===== src/design/sfi_pkg.sv =====
/*
 * sfi_pkg: shared constants of the status flag interrupt unit,
 * i.e. register offsets, bit positions and values after reset.
 * Assumes byte-wide registers on an 8-bit register address.
 */
package sfi_pkg;

    // ************************************************
    // register port geometry
    // ************************************************
    localparam int SFI_AW = 8;
    localparam int SFI_DW = 8;

    // ************************************************
    // register offsets
    // ************************************************
    localparam logic [7:0] SFI_OFS_LIVE_DEV = 8'h0c;
    localparam logic [7:0] SFI_OFS_LIVE_LOCK = 8'h0e;
    localparam logic [7:0] SFI_OFS_LIVE_PLL = 8'h0f;
    localparam logic [7:0] SFI_OFS_STICKY_DEV = 8'h11;
    localparam logic [7:0] SFI_OFS_STICKY_LOCK = 8'h13;
    localparam logic [7:0] SFI_OFS_STICKY_PLL = 8'h14;
    localparam logic [7:0] SFI_OFS_MASK_DEV = 8'h17;
    localparam logic [7:0] SFI_OFS_MASK_INPUT = 8'h18;
    localparam logic [7:0] SFI_OFS_MASK_LOCK = 8'h19;
    localparam logic [7:0] SFI_OFS_MASK_PLL = 8'h1a;

    // ************************************************
    // field positions
    // ************************************************
    localparam int SFI_BIT_SYS_TUNING = 0;
    localparam int SFI_BIT_XTAL_INPUT_MISSING = 1;
    localparam int SFI_BIT_XTAL_SIGNAL_MISSING = 2;
    localparam int SFI_BIT_XTAL_LOCK_ERROR = 3;
    localparam int SFI_BIT_BUS_TIMEOUT = 5;
    localparam int SFI_BIT_PLL_UNLOCKED = 1;
    localparam int SFI_BIT_REF_ABSENT_MODE = 5;
    localparam int SFI_BIT_PLL_TUNING = 5;
    localparam int SFI_LSB_SIGNAL_MISSING = 0;
    localparam int SFI_LSB_FREQ_OFF = 4;
    localparam int SFI_INPUTS = 4;

    // ************************************************
    // values after reset
    // ************************************************
    localparam logic SFI_RST_MASK = 1'b0;
    localparam logic [3:0] SFI_RST_MASK4 = 4'h0;
    localparam logic SFI_RST_STICKY = 1'b0;
    localparam logic SFI_RST_IRQ_N = 1'b1;
    localparam logic [7:0] SFI_RST_RDATA = 8'h00;

    // number of sticky flags kept here
    localparam int SFI_NFLAG = 6;

endpackage


===== src/design/sfi_sticky_cell.sv =====
/*
 * sfi_sticky_cell: one sticky status flag beside its live indicator.
 * Assumes the live level and the clear strobe are on clk already.
 */
`timescale 1ns/1ps

module sfi_sticky_cell
    import sfi_pkg::*;
(
    input wire logic clk,
    input wire logic rstn,
    input wire logic live,
    input wire logic wr_en,
    input wire logic wr_bit,
    output logic flag
);

    logic flag_r;
    logic flag_nxt;

    // the live fault always wins, so a clear written while the fault
    // still shows is simply overridden and no event is ever lost
    always_comb begin
        flag_nxt = flag_r;
        if (wr_en && !wr_bit) begin
            flag_nxt = 1'b0;
        end
        if (live) begin
            flag_nxt = 1'b1;
        end
    end

    // flag storage
    always_ff @(posedge clk or negedge rstn) begin
        if (!rstn) begin
            flag_r <= SFI_RST_STICKY;
        end else begin
            flag_r <= flag_nxt;
        end
    end

    assign flag = flag_r;

endmodule // sfi_sticky_cell


===== src/design/sfi_status_irq.sv =====
/*
 * sfi_status_irq: device status flags, sticky flags, interrupt masks
 * and the active-low interrupt pin of the clock generator.
 * Assumes live indicators come from monitors on clk, and that the
 * host reaches the registers over a simple byte register port.
 * Assumes write and read strobes are one-cycle pulses; a read and a
 * write to one byte in the same cycle return the value before the write.
 * Masks for monitors kept outside are stored here and only exported.
 */
// Operation
// - live device calibration bit, 1 calibrating
// - live crystal signal missing bit
// - live crystal lock error bit, 1 unlocked
// - live host bus timeout bit
// - live pll calibration bit, 1 calibrating
// - sticky flag per live indicator, until cleared
// - write zero clears only once fault gone
// - interrupt while any unmasked sticky flag set
// - four input signal missing mask bits
// - four input frequency off mask bits
// - pll loss of lock mask bit
// - holdover or freerun entry mask bit
// - pll calibration flag mask bit
// - device level mask bits, default allow
// - mask one ignores flag, flag still sets
// - sticky pll loss of lock flag kept
`timescale 1ns/1ps

module sfi_status_irq
    import sfi_pkg::*;
(
    input wire logic clk,
    input wire logic rstn,
    // live indicators from the monitors
    input wire logic sys_tuning_active,
    input wire logic crystal_signal_missing,
    input wire logic crystal_lock_error,
    input wire logic host_bus_timeout,
    input wire logic pll_tuning_active,
    input wire logic pll_unlocked,
    // register port
    input wire logic [SFI_AW-1:0] reg_addr,
    input wire logic reg_wr,
    input wire logic reg_rd,
    input wire logic [SFI_DW-1:0] reg_wdata,
    output logic [SFI_DW-1:0] reg_rdata,
    // masks handed to the input monitors outside
    output logic [SFI_INPUTS-1:0] irq_mask_input_signal_missing,
    output logic [SFI_INPUTS-1:0] irq_mask_input_freq_off,
    output logic irq_mask_reference_absent_mode,
    output logic irq_mask_crystal_input_missing,
    // interrupt pin
    output logic irq_n
);

    // ************************************************
    // declarations
    // ************************************************
    // decoded write strobes, one per writable byte
    logic wr_sticky_dev;
    logic wr_sticky_lock;
    logic wr_sticky_pll;
    logic wr_mask_dev;
    logic wr_mask_input;
    logic wr_mask_lock;
    logic wr_mask_pll;

    // sticky flags as they read back
    logic sys_tuning_active_sticky;
    logic crystal_signal_missing_sticky;
    logic crystal_lock_error_sticky;
    logic host_bus_timeout_sticky;
    logic pll_tuning_active_sticky;
    logic pll_unlocked_sticky;

    // mask registers, one bit per source or input
    logic irq_mask_sys_tuning_r;
    logic irq_mask_crystal_input_missing_r;
    logic irq_mask_crystal_signal_missing_r;
    logic irq_mask_crystal_lock_error_r;
    logic irq_mask_host_bus_timeout_r;
    logic [SFI_INPUTS-1:0] irq_mask_input_signal_missing_r;
    logic [SFI_INPUTS-1:0] irq_mask_input_freq_off_r;
    logic irq_mask_pll_unlocked_r;
    logic irq_mask_reference_absent_mode_r;
    logic irq_mask_pll_tuning_r;

    // pin and read path state
    logic [SFI_NFLAG-1:0] flags;
    logic [SFI_NFLAG-1:0] masks;
    logic irq_n_r;
    logic irq_n_nxt;
    logic [SFI_DW-1:0] rdata_r;
    logic [SFI_DW-1:0] rdata_nxt;

    // ************************************************
    // write decode
    // ************************************************
    // live registers take no write; an unmapped write is dropped
    // the decode is combinational: the strobe is already on clk
    assign wr_sticky_dev = reg_wr && (reg_addr == SFI_OFS_STICKY_DEV);
    assign wr_sticky_lock = reg_wr && (reg_addr == SFI_OFS_STICKY_LOCK);
    assign wr_sticky_pll = reg_wr && (reg_addr == SFI_OFS_STICKY_PLL);
    assign wr_mask_dev = reg_wr && (reg_addr == SFI_OFS_MASK_DEV);
    assign wr_mask_input = reg_wr && (reg_addr == SFI_OFS_MASK_INPUT);
    assign wr_mask_lock = reg_wr && (reg_addr == SFI_OFS_MASK_LOCK);
    assign wr_mask_pll = reg_wr && (reg_addr == SFI_OFS_MASK_PLL);

    // ************************************************
    // sticky flags
    // ************************************************
    // device calibration flag
    // the four device flags share one strobe and pick their own data bit
    sfi_sticky_cell u_sticky_sys (
        .clk(clk),
        .rstn(rstn),
        .live(sys_tuning_active),
        .wr_en(wr_sticky_dev),
        .wr_bit(reg_wdata[SFI_BIT_SYS_TUNING]),
        .flag(sys_tuning_active_sticky)
    );

    // crystal signal missing flag
    // a clear written while the crystal is still missing is ignored
    sfi_sticky_cell u_sticky_xsig (
        .clk(clk),
        .rstn(rstn),
        .live(crystal_signal_missing),
        .wr_en(wr_sticky_dev),
        .wr_bit(reg_wdata[SFI_BIT_XTAL_SIGNAL_MISSING]),
        .flag(crystal_signal_missing_sticky)
    );

    // crystal lock error flag
    // sets on every cycle the crystal loop reports no lock
    sfi_sticky_cell u_sticky_xlock (
        .clk(clk),
        .rstn(rstn),
        .live(crystal_lock_error),
        .wr_en(wr_sticky_dev),
        .wr_bit(reg_wdata[SFI_BIT_XTAL_LOCK_ERROR]),
        .flag(crystal_lock_error_sticky)
    );

    // host bus timeout flag
    // one timeout cycle is enough to leave this flag set
    sfi_sticky_cell u_sticky_tmo (
        .clk(clk),
        .rstn(rstn),
        .live(host_bus_timeout),
        .wr_en(wr_sticky_dev),
        .wr_bit(reg_wdata[SFI_BIT_BUS_TIMEOUT]),
        .flag(host_bus_timeout_sticky)
    );

    // pll loss of lock flag, its own register
    // its live level is readable too, so software can poll for relock
    sfi_sticky_cell u_sticky_unlock (
        .clk(clk),
        .rstn(rstn),
        .live(pll_unlocked),
        .wr_en(wr_sticky_lock),
        .wr_bit(reg_wdata[SFI_BIT_PLL_UNLOCKED]),
        .flag(pll_unlocked_sticky)
    );

    // pll calibration flag
    // the only flag in the pll sticky byte
    sfi_sticky_cell u_sticky_pcal (
        .clk(clk),
        .rstn(rstn),
        .live(pll_tuning_active),
        .wr_en(wr_sticky_pll),
        .wr_bit(reg_wdata[SFI_BIT_PLL_TUNING]),
        .flag(pll_tuning_active_sticky)
    );

    // ************************************************
    // interrupt masks
    // ************************************************
    // device level masks, all allow after reset
    // bit 1 has no flag here; it is kept for the crystal input monitor
    always_ff @(posedge clk or negedge rstn) begin
        if (!rstn) begin
            irq_mask_sys_tuning_r <= SFI_RST_MASK;
            irq_mask_crystal_input_missing_r <= SFI_RST_MASK;
            irq_mask_crystal_signal_missing_r <= SFI_RST_MASK;
            irq_mask_crystal_lock_error_r <= SFI_RST_MASK;
            irq_mask_host_bus_timeout_r <= SFI_RST_MASK;
        end else if (wr_mask_dev) begin
            irq_mask_sys_tuning_r <= reg_wdata[SFI_BIT_SYS_TUNING];
            irq_mask_crystal_input_missing_r <= reg_wdata[SFI_BIT_XTAL_INPUT_MISSING];
            irq_mask_crystal_signal_missing_r <= reg_wdata[SFI_BIT_XTAL_SIGNAL_MISSING];
            irq_mask_crystal_lock_error_r <= reg_wdata[SFI_BIT_XTAL_LOCK_ERROR];
            irq_mask_host_bus_timeout_r <= reg_wdata[SFI_BIT_BUS_TIMEOUT];
        end
    end

    // per-input masks share one register, highest input in the top bit
    // both nibbles are written together, so a partial update needs a read first
    always_ff @(posedge clk or negedge rstn) begin
        if (!rstn) begin
            irq_mask_input_signal_missing_r <= SFI_RST_MASK4;
            irq_mask_input_freq_off_r <= SFI_RST_MASK4;
        end else if (wr_mask_input) begin
            irq_mask_input_signal_missing_r <=
                reg_wdata[SFI_LSB_SIGNAL_MISSING +: SFI_INPUTS];
            irq_mask_input_freq_off_r <=
                reg_wdata[SFI_LSB_FREQ_OFF +: SFI_INPUTS];
        end
    end

    // lock and holdover masks
    // the holdover mask gates nothing here and only leaves as a port
    always_ff @(posedge clk or negedge rstn) begin
        if (!rstn) begin
            irq_mask_pll_unlocked_r <= SFI_RST_MASK;
            irq_mask_reference_absent_mode_r <= SFI_RST_MASK;
        end else if (wr_mask_lock) begin
            irq_mask_pll_unlocked_r <= reg_wdata[SFI_BIT_PLL_UNLOCKED];
            irq_mask_reference_absent_mode_r <= reg_wdata[SFI_BIT_REF_ABSENT_MODE];
        end
    end

    // pll calibration mask
    // a masked calibration still sets its flag and reads back
    always_ff @(posedge clk or negedge rstn) begin
        if (!rstn) begin
            irq_mask_pll_tuning_r <= SFI_RST_MASK;
        end else if (wr_mask_pll) begin
            irq_mask_pll_tuning_r <= reg_wdata[SFI_BIT_PLL_TUNING];
        end
    end

    // the input monitors live outside, so their masks leave as ports
    assign irq_mask_input_signal_missing = irq_mask_input_signal_missing_r;
    assign irq_mask_input_freq_off = irq_mask_input_freq_off_r;
    assign irq_mask_reference_absent_mode = irq_mask_reference_absent_mode_r;
    assign irq_mask_crystal_input_missing = irq_mask_crystal_input_missing_r;

    // ************************************************
    // interrupt pin
    // ************************************************
    // flags and their masks lined up bit for bit
    // bit order from the bottom: sys, crystal signal, crystal lock, timeout, unlock, pll cal
    assign flags = {pll_tuning_active_sticky, pll_unlocked_sticky,
                    host_bus_timeout_sticky, crystal_lock_error_sticky,
                    crystal_signal_missing_sticky, sys_tuning_active_sticky};
    assign masks = {irq_mask_pll_tuning_r, irq_mask_pll_unlocked_r,
                    irq_mask_host_bus_timeout_r, irq_mask_crystal_lock_error_r,
                    irq_mask_crystal_signal_missing_r, irq_mask_sys_tuning_r};

    // a masked flag still sets and reads back, it only stops driving
    // the pin; the pin rises again once the host clears the last one
    assign irq_n_nxt = ~|(flags & ~masks);

    // registered so the pin never glitches on decode hazards
    // costs one cycle of latency after the flag, far below any host reaction
    always_ff @(posedge clk or negedge rstn) begin
        if (!rstn) begin
            irq_n_r <= SFI_RST_IRQ_N;
        end else begin
            irq_n_r <= irq_n_nxt;
        end
    end

    // the pin is driven both high and low; no open-drain stage inside
    assign irq_n = irq_n_r;

    // ************************************************
    // read path
    // ************************************************
    // live bits are shown as they stand; reserved bits read zero
    always_comb begin
        rdata_nxt = '0;
        case (reg_addr)
            // live bytes
            SFI_OFS_LIVE_DEV: begin
                rdata_nxt[SFI_BIT_SYS_TUNING] = sys_tuning_active;
                rdata_nxt[SFI_BIT_XTAL_SIGNAL_MISSING] = crystal_signal_missing;
                rdata_nxt[SFI_BIT_XTAL_LOCK_ERROR] = crystal_lock_error;
                rdata_nxt[SFI_BIT_BUS_TIMEOUT] = host_bus_timeout;
            end
            SFI_OFS_LIVE_LOCK: begin
                rdata_nxt[SFI_BIT_PLL_UNLOCKED] = pll_unlocked;
            end
            SFI_OFS_LIVE_PLL: begin
                rdata_nxt[SFI_BIT_PLL_TUNING] = pll_tuning_active;
            end
            // sticky bytes
            SFI_OFS_STICKY_DEV: begin
                rdata_nxt[SFI_BIT_SYS_TUNING] = sys_tuning_active_sticky;
                rdata_nxt[SFI_BIT_XTAL_SIGNAL_MISSING] = crystal_signal_missing_sticky;
                rdata_nxt[SFI_BIT_XTAL_LOCK_ERROR] = crystal_lock_error_sticky;
                rdata_nxt[SFI_BIT_BUS_TIMEOUT] = host_bus_timeout_sticky;
            end
            SFI_OFS_STICKY_LOCK: begin
                rdata_nxt[SFI_BIT_PLL_UNLOCKED] = pll_unlocked_sticky;
            end
            SFI_OFS_STICKY_PLL: begin
                rdata_nxt[SFI_BIT_PLL_TUNING] = pll_tuning_active_sticky;
            end
            // mask bytes
            SFI_OFS_MASK_DEV: begin
                rdata_nxt[SFI_BIT_SYS_TUNING] = irq_mask_sys_tuning_r;
                rdata_nxt[SFI_BIT_XTAL_INPUT_MISSING] = irq_mask_crystal_input_missing_r;
                rdata_nxt[SFI_BIT_XTAL_SIGNAL_MISSING] = irq_mask_crystal_signal_missing_r;
                rdata_nxt[SFI_BIT_XTAL_LOCK_ERROR] = irq_mask_crystal_lock_error_r;
                rdata_nxt[SFI_BIT_BUS_TIMEOUT] = irq_mask_host_bus_timeout_r;
            end
            SFI_OFS_MASK_INPUT: begin
                rdata_nxt[SFI_LSB_SIGNAL_MISSING +: SFI_INPUTS] = irq_mask_input_signal_missing_r;
                rdata_nxt[SFI_LSB_FREQ_OFF +: SFI_INPUTS] = irq_mask_input_freq_off_r;
            end
            SFI_OFS_MASK_LOCK: begin
                rdata_nxt[SFI_BIT_PLL_UNLOCKED] = irq_mask_pll_unlocked_r;
                rdata_nxt[SFI_BIT_REF_ABSENT_MODE] = irq_mask_reference_absent_mode_r;
            end
            SFI_OFS_MASK_PLL: begin
                rdata_nxt[SFI_BIT_PLL_TUNING] = irq_mask_pll_tuning_r;
            end
            default: begin
                rdata_nxt = '0;
            end
        endcase
    end

    // read data is captured on the strobe and held until the next one
    // holding it lets a slow host pick the byte up in any later cycle
    always_ff @(posedge clk or negedge rstn) begin
        if (!rstn) begin
            rdata_r <= SFI_RST_RDATA;
        end else if (reg_rd) begin
            rdata_r <= rdata_nxt;
        end
    end

    // read data leaves straight from its flip-flops
    assign reg_rdata = rdata_r;

endmodule // sfi_status_irq


===== config.mk =====
export PLATFORM = sky130hd
export DESIGN_NAME = sfi_status_irq
export DESIGN_NICKNAME = d
export VERILOG_FILES = /design/src/design/sfi_pkg.sv /design/src/design/sfi_sticky_cell.sv /design/src/design/sfi_status_irq.sv
export SDC_FILE = /design/constraint.sdc
export NUM_CORES = 1
export LEC_CHECK = 0
export BUFFER_PORTS_ARGS = -buffer_cell sky130_fd_sc_hd__buf_2
export CAP_MARGIN = 30
export CORE_AREA = 4 4 70 72
export DETAILED_ROUTE_END_ITERATION = 10
export DIE_AREA = 0 0 74 76
export GPL_ROUTABILITY_DRIVEN = 0
export SETUP_SLACK_MARGIN = 0.2
export SLEW_MARGIN = 40
export SYNTH_ARGS = -nofsm -noshare
export SYNTH_HDL_FRONTEND = slang
export SYNTH_SLANG_ARGS = --single-unit

===== constraint.sdc =====
create_clock -name clk -period 2.8 [get_ports clk]
set_input_delay 0 -clock clk [delete_from_list [all_inputs] [get_ports clk]]
set_output_delay 0 -clock clk [all_outputs]
set_load 0.1 [all_outputs]

; After elaboration in Yosys (flattened, before gate mapping)
; Cells that the tools add are included.
[word_totals]
wordCells = 74
output_inout_bits = 19
regBits = 31
in_bits = 26
[classes]
n_eq_ne = 10
muxes = 18
n_reduce_logical = 26
n_bitwise = 2
[op_table]
columns = operator, count
row1 = $eq 8x5->1 const B, 7
row2 = $eq 8x4->1 const B, 3
row3 = $logic_and 1x1->1, 13
row4 = $mux 1, 13
row5 = $reduce_bool 2->1, 6
row6 = $pmux 1 s8, 1
row7 = $pmux 2 s4, 1
row8 = $and 6x6->6, 1
row9 = $logic_not 1->1, 6
row10 = $not 6->6, 1
row11 = $reduce_or 6->1, 1
row12 = $pmux 1 s5, 1
row13 = $pmux 1 s4, 1
row14 = $mux 2, 1

; Longest topological paths before layout
[depth]
word_depth = 5
depth_mapped = 6
mapped_depth_nobuf = 4

; By module
; A second synthesis with hierarchy kept.
[unflattened]
cells_unflattened = 160
hier_area_um2 = 1695.4
[modules_own_cells]
columns = mod, area_each_um2, seq_area_each_um2, cells_per_inst, instances
row1 = sfi_status_irq, 1462.7, 626.9, 142, 1
row2 = sfi_sticky_cell, 38.8, 25.0, 3, 6

; Least setup slack after synthesis
; OpenSTA, ideal clock, no wires.
[synth_timing]
path_type = reg-to-reg
from = register irq_mask_input_signal_missing_r[1], in the netlist irq_mask_input_signal_missing[1]
to = register rdata_r[1], in the netlist reg_rdata[1]
setup_time_ns = 0.140
period_less_slack_ns = 1.660
setup_slack_ns = 1.140
path_stages_with_launch = 5
n_path_buf = 0
t_arrival_ns = 1.520
t_required_ns = 2.660
cell_sequence = dfrtp_1 -> mux2_2 -> and3_1 -> o21ai_0 -> a31oi_1
[synth_via]
elab_chain_len = 1
[synth_rtl]
columns = item, line
row1 = from (decl), sfi_status_irq.sv:82  ; logic [SFI_INPUTS-1:0] irq_mask_input_signal_missing_r;
row2 = from (signal assigned), sfi_status_irq.sv:206  ; irq_mask_input_signal_missing_r <=
row3 = $pmux 1 s5, sfi_status_irq.sv:276  ; case (reg_addr)
row4 = to (signal assigned), sfi_status_irq.sv:334  ; rdata_r <= rdata_nxt;
row5 = to (decl), sfi_status_irq.sv:93  ; logic [SFI_DW-1:0] rdata_r;
; No other way between the ends.
; A chain may end at the register's enable or synchronous reset.

; Worst setup path after layout
[layout_timing]
from = input reg_addr[1]
to = register u_sticky_xsig.flag_r, in the netlist u_sticky_xsig.flag
[layout_via]
elab_chain_len = 4
[layout_rtl]
columns = item, line
row1 = from (decl), sfi_status_irq.sv:42  ; input wire logic [SFI_AW-1:0] reg_addr,
row2 = $eq 8x5->1, sfi_status_irq.sv:101  ; assign wr_sticky_dev = reg_wr && (reg_addr == SFI_OFS_STICKY_DEV);
row3 = $logic_and 1x1->1, sfi_status_irq.sv:101
row4 = $logic_and 1x1->1, sfi_sticky_cell.sv:25  ; if (wr_en && !wr_bit) begin
row5 = $reduce_bool 2->1 (no line), -
row6 = to (signal assigned), sfi_sticky_cell.sv:38  ; flag_r <= flag_nxt;
row7 = to (decl), sfi_sticky_cell.sv:18  ; logic flag_r;
; No other way between the ends.

==> summary.txt <==
Global routing
  • Total grt overflow: 0
  • GR Util All Layers: 16.6%
  • Largest net degree at the start of global routing: 32
  • Number of global-route vias before repair: 1402
  • First-pass GRT wire length: 7200 µm
  • Initial antenna violation count: 0

Layout
  • N_diodes: 0
  • Fraction of layout cells with a size suffix above 1: 37.1%
  • Final net count: 235
  • Area Overhead vs Synth: 28.5%
  • Max reg flops: 8
  • Commonest non-fill, non-tap cell in the layout: buf_2
  • Utilization after layout: 49.6%
  • Commonest cells after routing, fill and taps aside: buf_2, dfrtp_1, mux2_2

Logic synthesis
  • Post-synth top area share: 45.3%
  • Dominant cells by area after synthesis: dfrtp_1, mux2_2, o21ai_0
  • Post-synth EDFFs: 0
  • Syn Inst Count: 151
  • Syn_nets: 177
  • Synthesized flop and latch total: 31
  • Synthesized area: 1660 µm²
  • Post-synth ARST share: 100%
  • Post-synthesis sequential area ratio: 46.9%
  • Post-synth top flop: dfrtp_1
  • Synth warn: 0
  • Post-synth top area cell: dfrtp_1
  • Synthesized area per cell: 11.0 µm²
  • Yosys cell types: 42

Detailed routing
  • Detailed Routing Iterations Pass 1: 4
  • WL final: 4290 µm
  • Drt drc: 0
  • Vias: 1392
  • Iter 0 DRT Violations: 116
  • Routed Antenna Nets: 0
  • Routed len/inst: 16.4 µm
  • Via density: 5.31

Timing
  • Min cycle time layout: 1.72 ns
  • Least-Margin Pin Slew: 0.714 ns
  • Crit share post-route: 61.4%
  • Clock skew: 0.00643 ns
  • Max transition margin: 52.4%
  • Fmax: 0.582 GHz
  • RSZ-0062 raised after global routing: no
  • TNS Setup: 0 ns
  • Hold Fails Final Rpt: 0
  • Final Max Slew Viols: 0
  • Endpoints failing setup: 0

Power and ir drop
  • Leak: 1.04 nW
  • VDD IR-drop max: 0.000242 V
  • PwrDens: 490 nW/µm²

Clocking
  • Resized cells post-CTS: 0
  • Clock sinks: 31
  • Clk Latency, worst-skew pair: 0.28 ns
  • CTS tree: yes
  • Num CTS Buffers: 5
  • H-tree lvl count: 2
  • Clock transition at path regs: 0.07 ns
  • Clock buffer depth: 2
  • Root buf cell: clkbuf_8

Place
  • Hpwl dp: 3100 µm
  • IO Port Bufs: 44

Critical path
  • Setup crit start: reg_addr[1]
  • R2r startpoint: irq_mask_sys_tuning_r$_DFFE_PN0P_
  • WS Path Type: primary input to flip-flop
  • Arrival @ worst endpoint: 1.88 ns
  • Critical R2R Capture: reg_rdata[0]$_DFFE_PN0P_
  • Req. time, crit path: 2.96 ns
  • CP Capture Type: flip-flop
  • Reg2Reg Setup Slack: 1.53 ns
  • Crit path launch type: primary input
  • Setup crit end: u_sticky_xsig.flag$_DFFE_PN0P_
  • FF-to-FF path depth: 4
  • CP max FO: 18

Floorplanning
  • Starting density of the core: 38.6%
  • Die height: 76 µm
  • FP Rows: 24
  • Core region area: 4290 µm²
  • Ports: 45
  • DIE AREA: 5620 µm²
  • Die X: 74 µm

Status
  • Status: complete, no violations

Flow run
  • Max-cap check violation count: 0

Worst hold path
  • Hold Path Class: primary input to flip-flop
synth_stat cells, types with 3 or more instances:
| cell type | number |
|---|---|
| o211ai_1 | 3 |
| nand3b_1 | 3 |
| buf_6 | 3 |
| inv_1 | 12 |
| mux2_2 | 18 |
| nor2b_1 | 4 |
| nor2_1 | 5 |
| nor3_1 | 3 |
| nand2b_1 | 5 |
| dfrtp_1 | 30 |
| nand4_1 | 4 |
| o21ai_0 | 9 |
| o22ai_1 | 5 |
| nand3_1 | 8 |
| and2_2 | 3 |
cell families after synthesis:
logic type	synth area share, %
buffers and inverters	7.40
flip-flops	46.9
AND/OR/NAND/NOR	19.8
multiplexers	13.4
AO/OA/AOI/OAI	12.5
metrics by stage:
stage,setup WS [ns],instance area [µm²],hold WS [ns],power (mW),cells
finish,1.08,2130,0.0232,1.04,262
global placement,1.18,1870,0.0734,0.643,238
global route,0.937,2130,0.0370,1.09,262
CTS,1.11,2130,0.0240,1.06,262
floorplan,1.14,1660,-0.296,0.598,151
detailed placement,1.17,1870,0.0902,0.646,238
worst max-delay path: stages:
cell	delay (ns)
buf_2	0.21
nor2_1	0.48
nand4_1	0.32
o21ai_0	0.24
nand2b_1	0.08
dlygate4sd3_1	0.56
where the power goes:
part           leakage, nW  switching, mW  internal (mW)  total [mW]
clock network       0.0505          0.169          0.223       0.392
registers            0.392         0.0102          0.461       0.471
logic                0.601          0.125         0.0555       0.180
worst min path at each step:
| stage | from | endpoint | depth (start not counted) |
|---|---|---|---|
| 5_1_grt | reg_wdata[5] | irq_mask_pll_tuning_r$_DFFE_PN0P_ | 2 |
| 3_3_place_gp | rstn | irq_mask_input_signal_missing[1]$_DFFE_PN0P_ | 1 |
| 3_5_place_dp | rstn | irq_mask_input_signal_missing[1]$_DFFE_PN0P_ | 1 |
| 6_report | reg_wdata[5] | irq_mask_input_freq_off[1]$_DFFE_PN0P_ | 2 |
| 2_1_floorplan | rstn | irq_mask_crystal_input_missing$_DFFE_PN0P_ | 0 |
| 4_1_cts | reg_wdata[5] | irq_mask_input_freq_off[1]$_DFFE_PN0P_ | 2 |
cell type report:
cell class / instances / area [µm²]
fill: 424 / 2160
clock inverter: 1 / 7.51
inverter: 12 / 45.0
sequential: 31 / 777
tap: 52 / 65.1
multi-input combinational: 99 / 758
clock buffer: 7 / 96.3
timing repair buffer: 60 / 380
routing by layer:
layer / part of all wire [%] / global-route usage (%) / vias to the layer above / routed length (µm)
li1: - / - / 667 / -
met2: 48 / 25.6 / 41 / 2060
met3: 6.0 / 4.35 / 6 / 258
met1: 45 / 22.6 / 678 / 1910
met4: 1.3 / 4.89 / 0 / 54
met5: 0 / 0 / - / 0
what timing repair did:
item / 4_1_cts / 5_1_grt
hold buffers: 16 / 0
endpoints found under the setup margin: 0 / 0
setup buffers: 0 / 0
endpoints found under the hold margin: 46 / 0
Note: power is estimated with default switching activity, not from simulation.
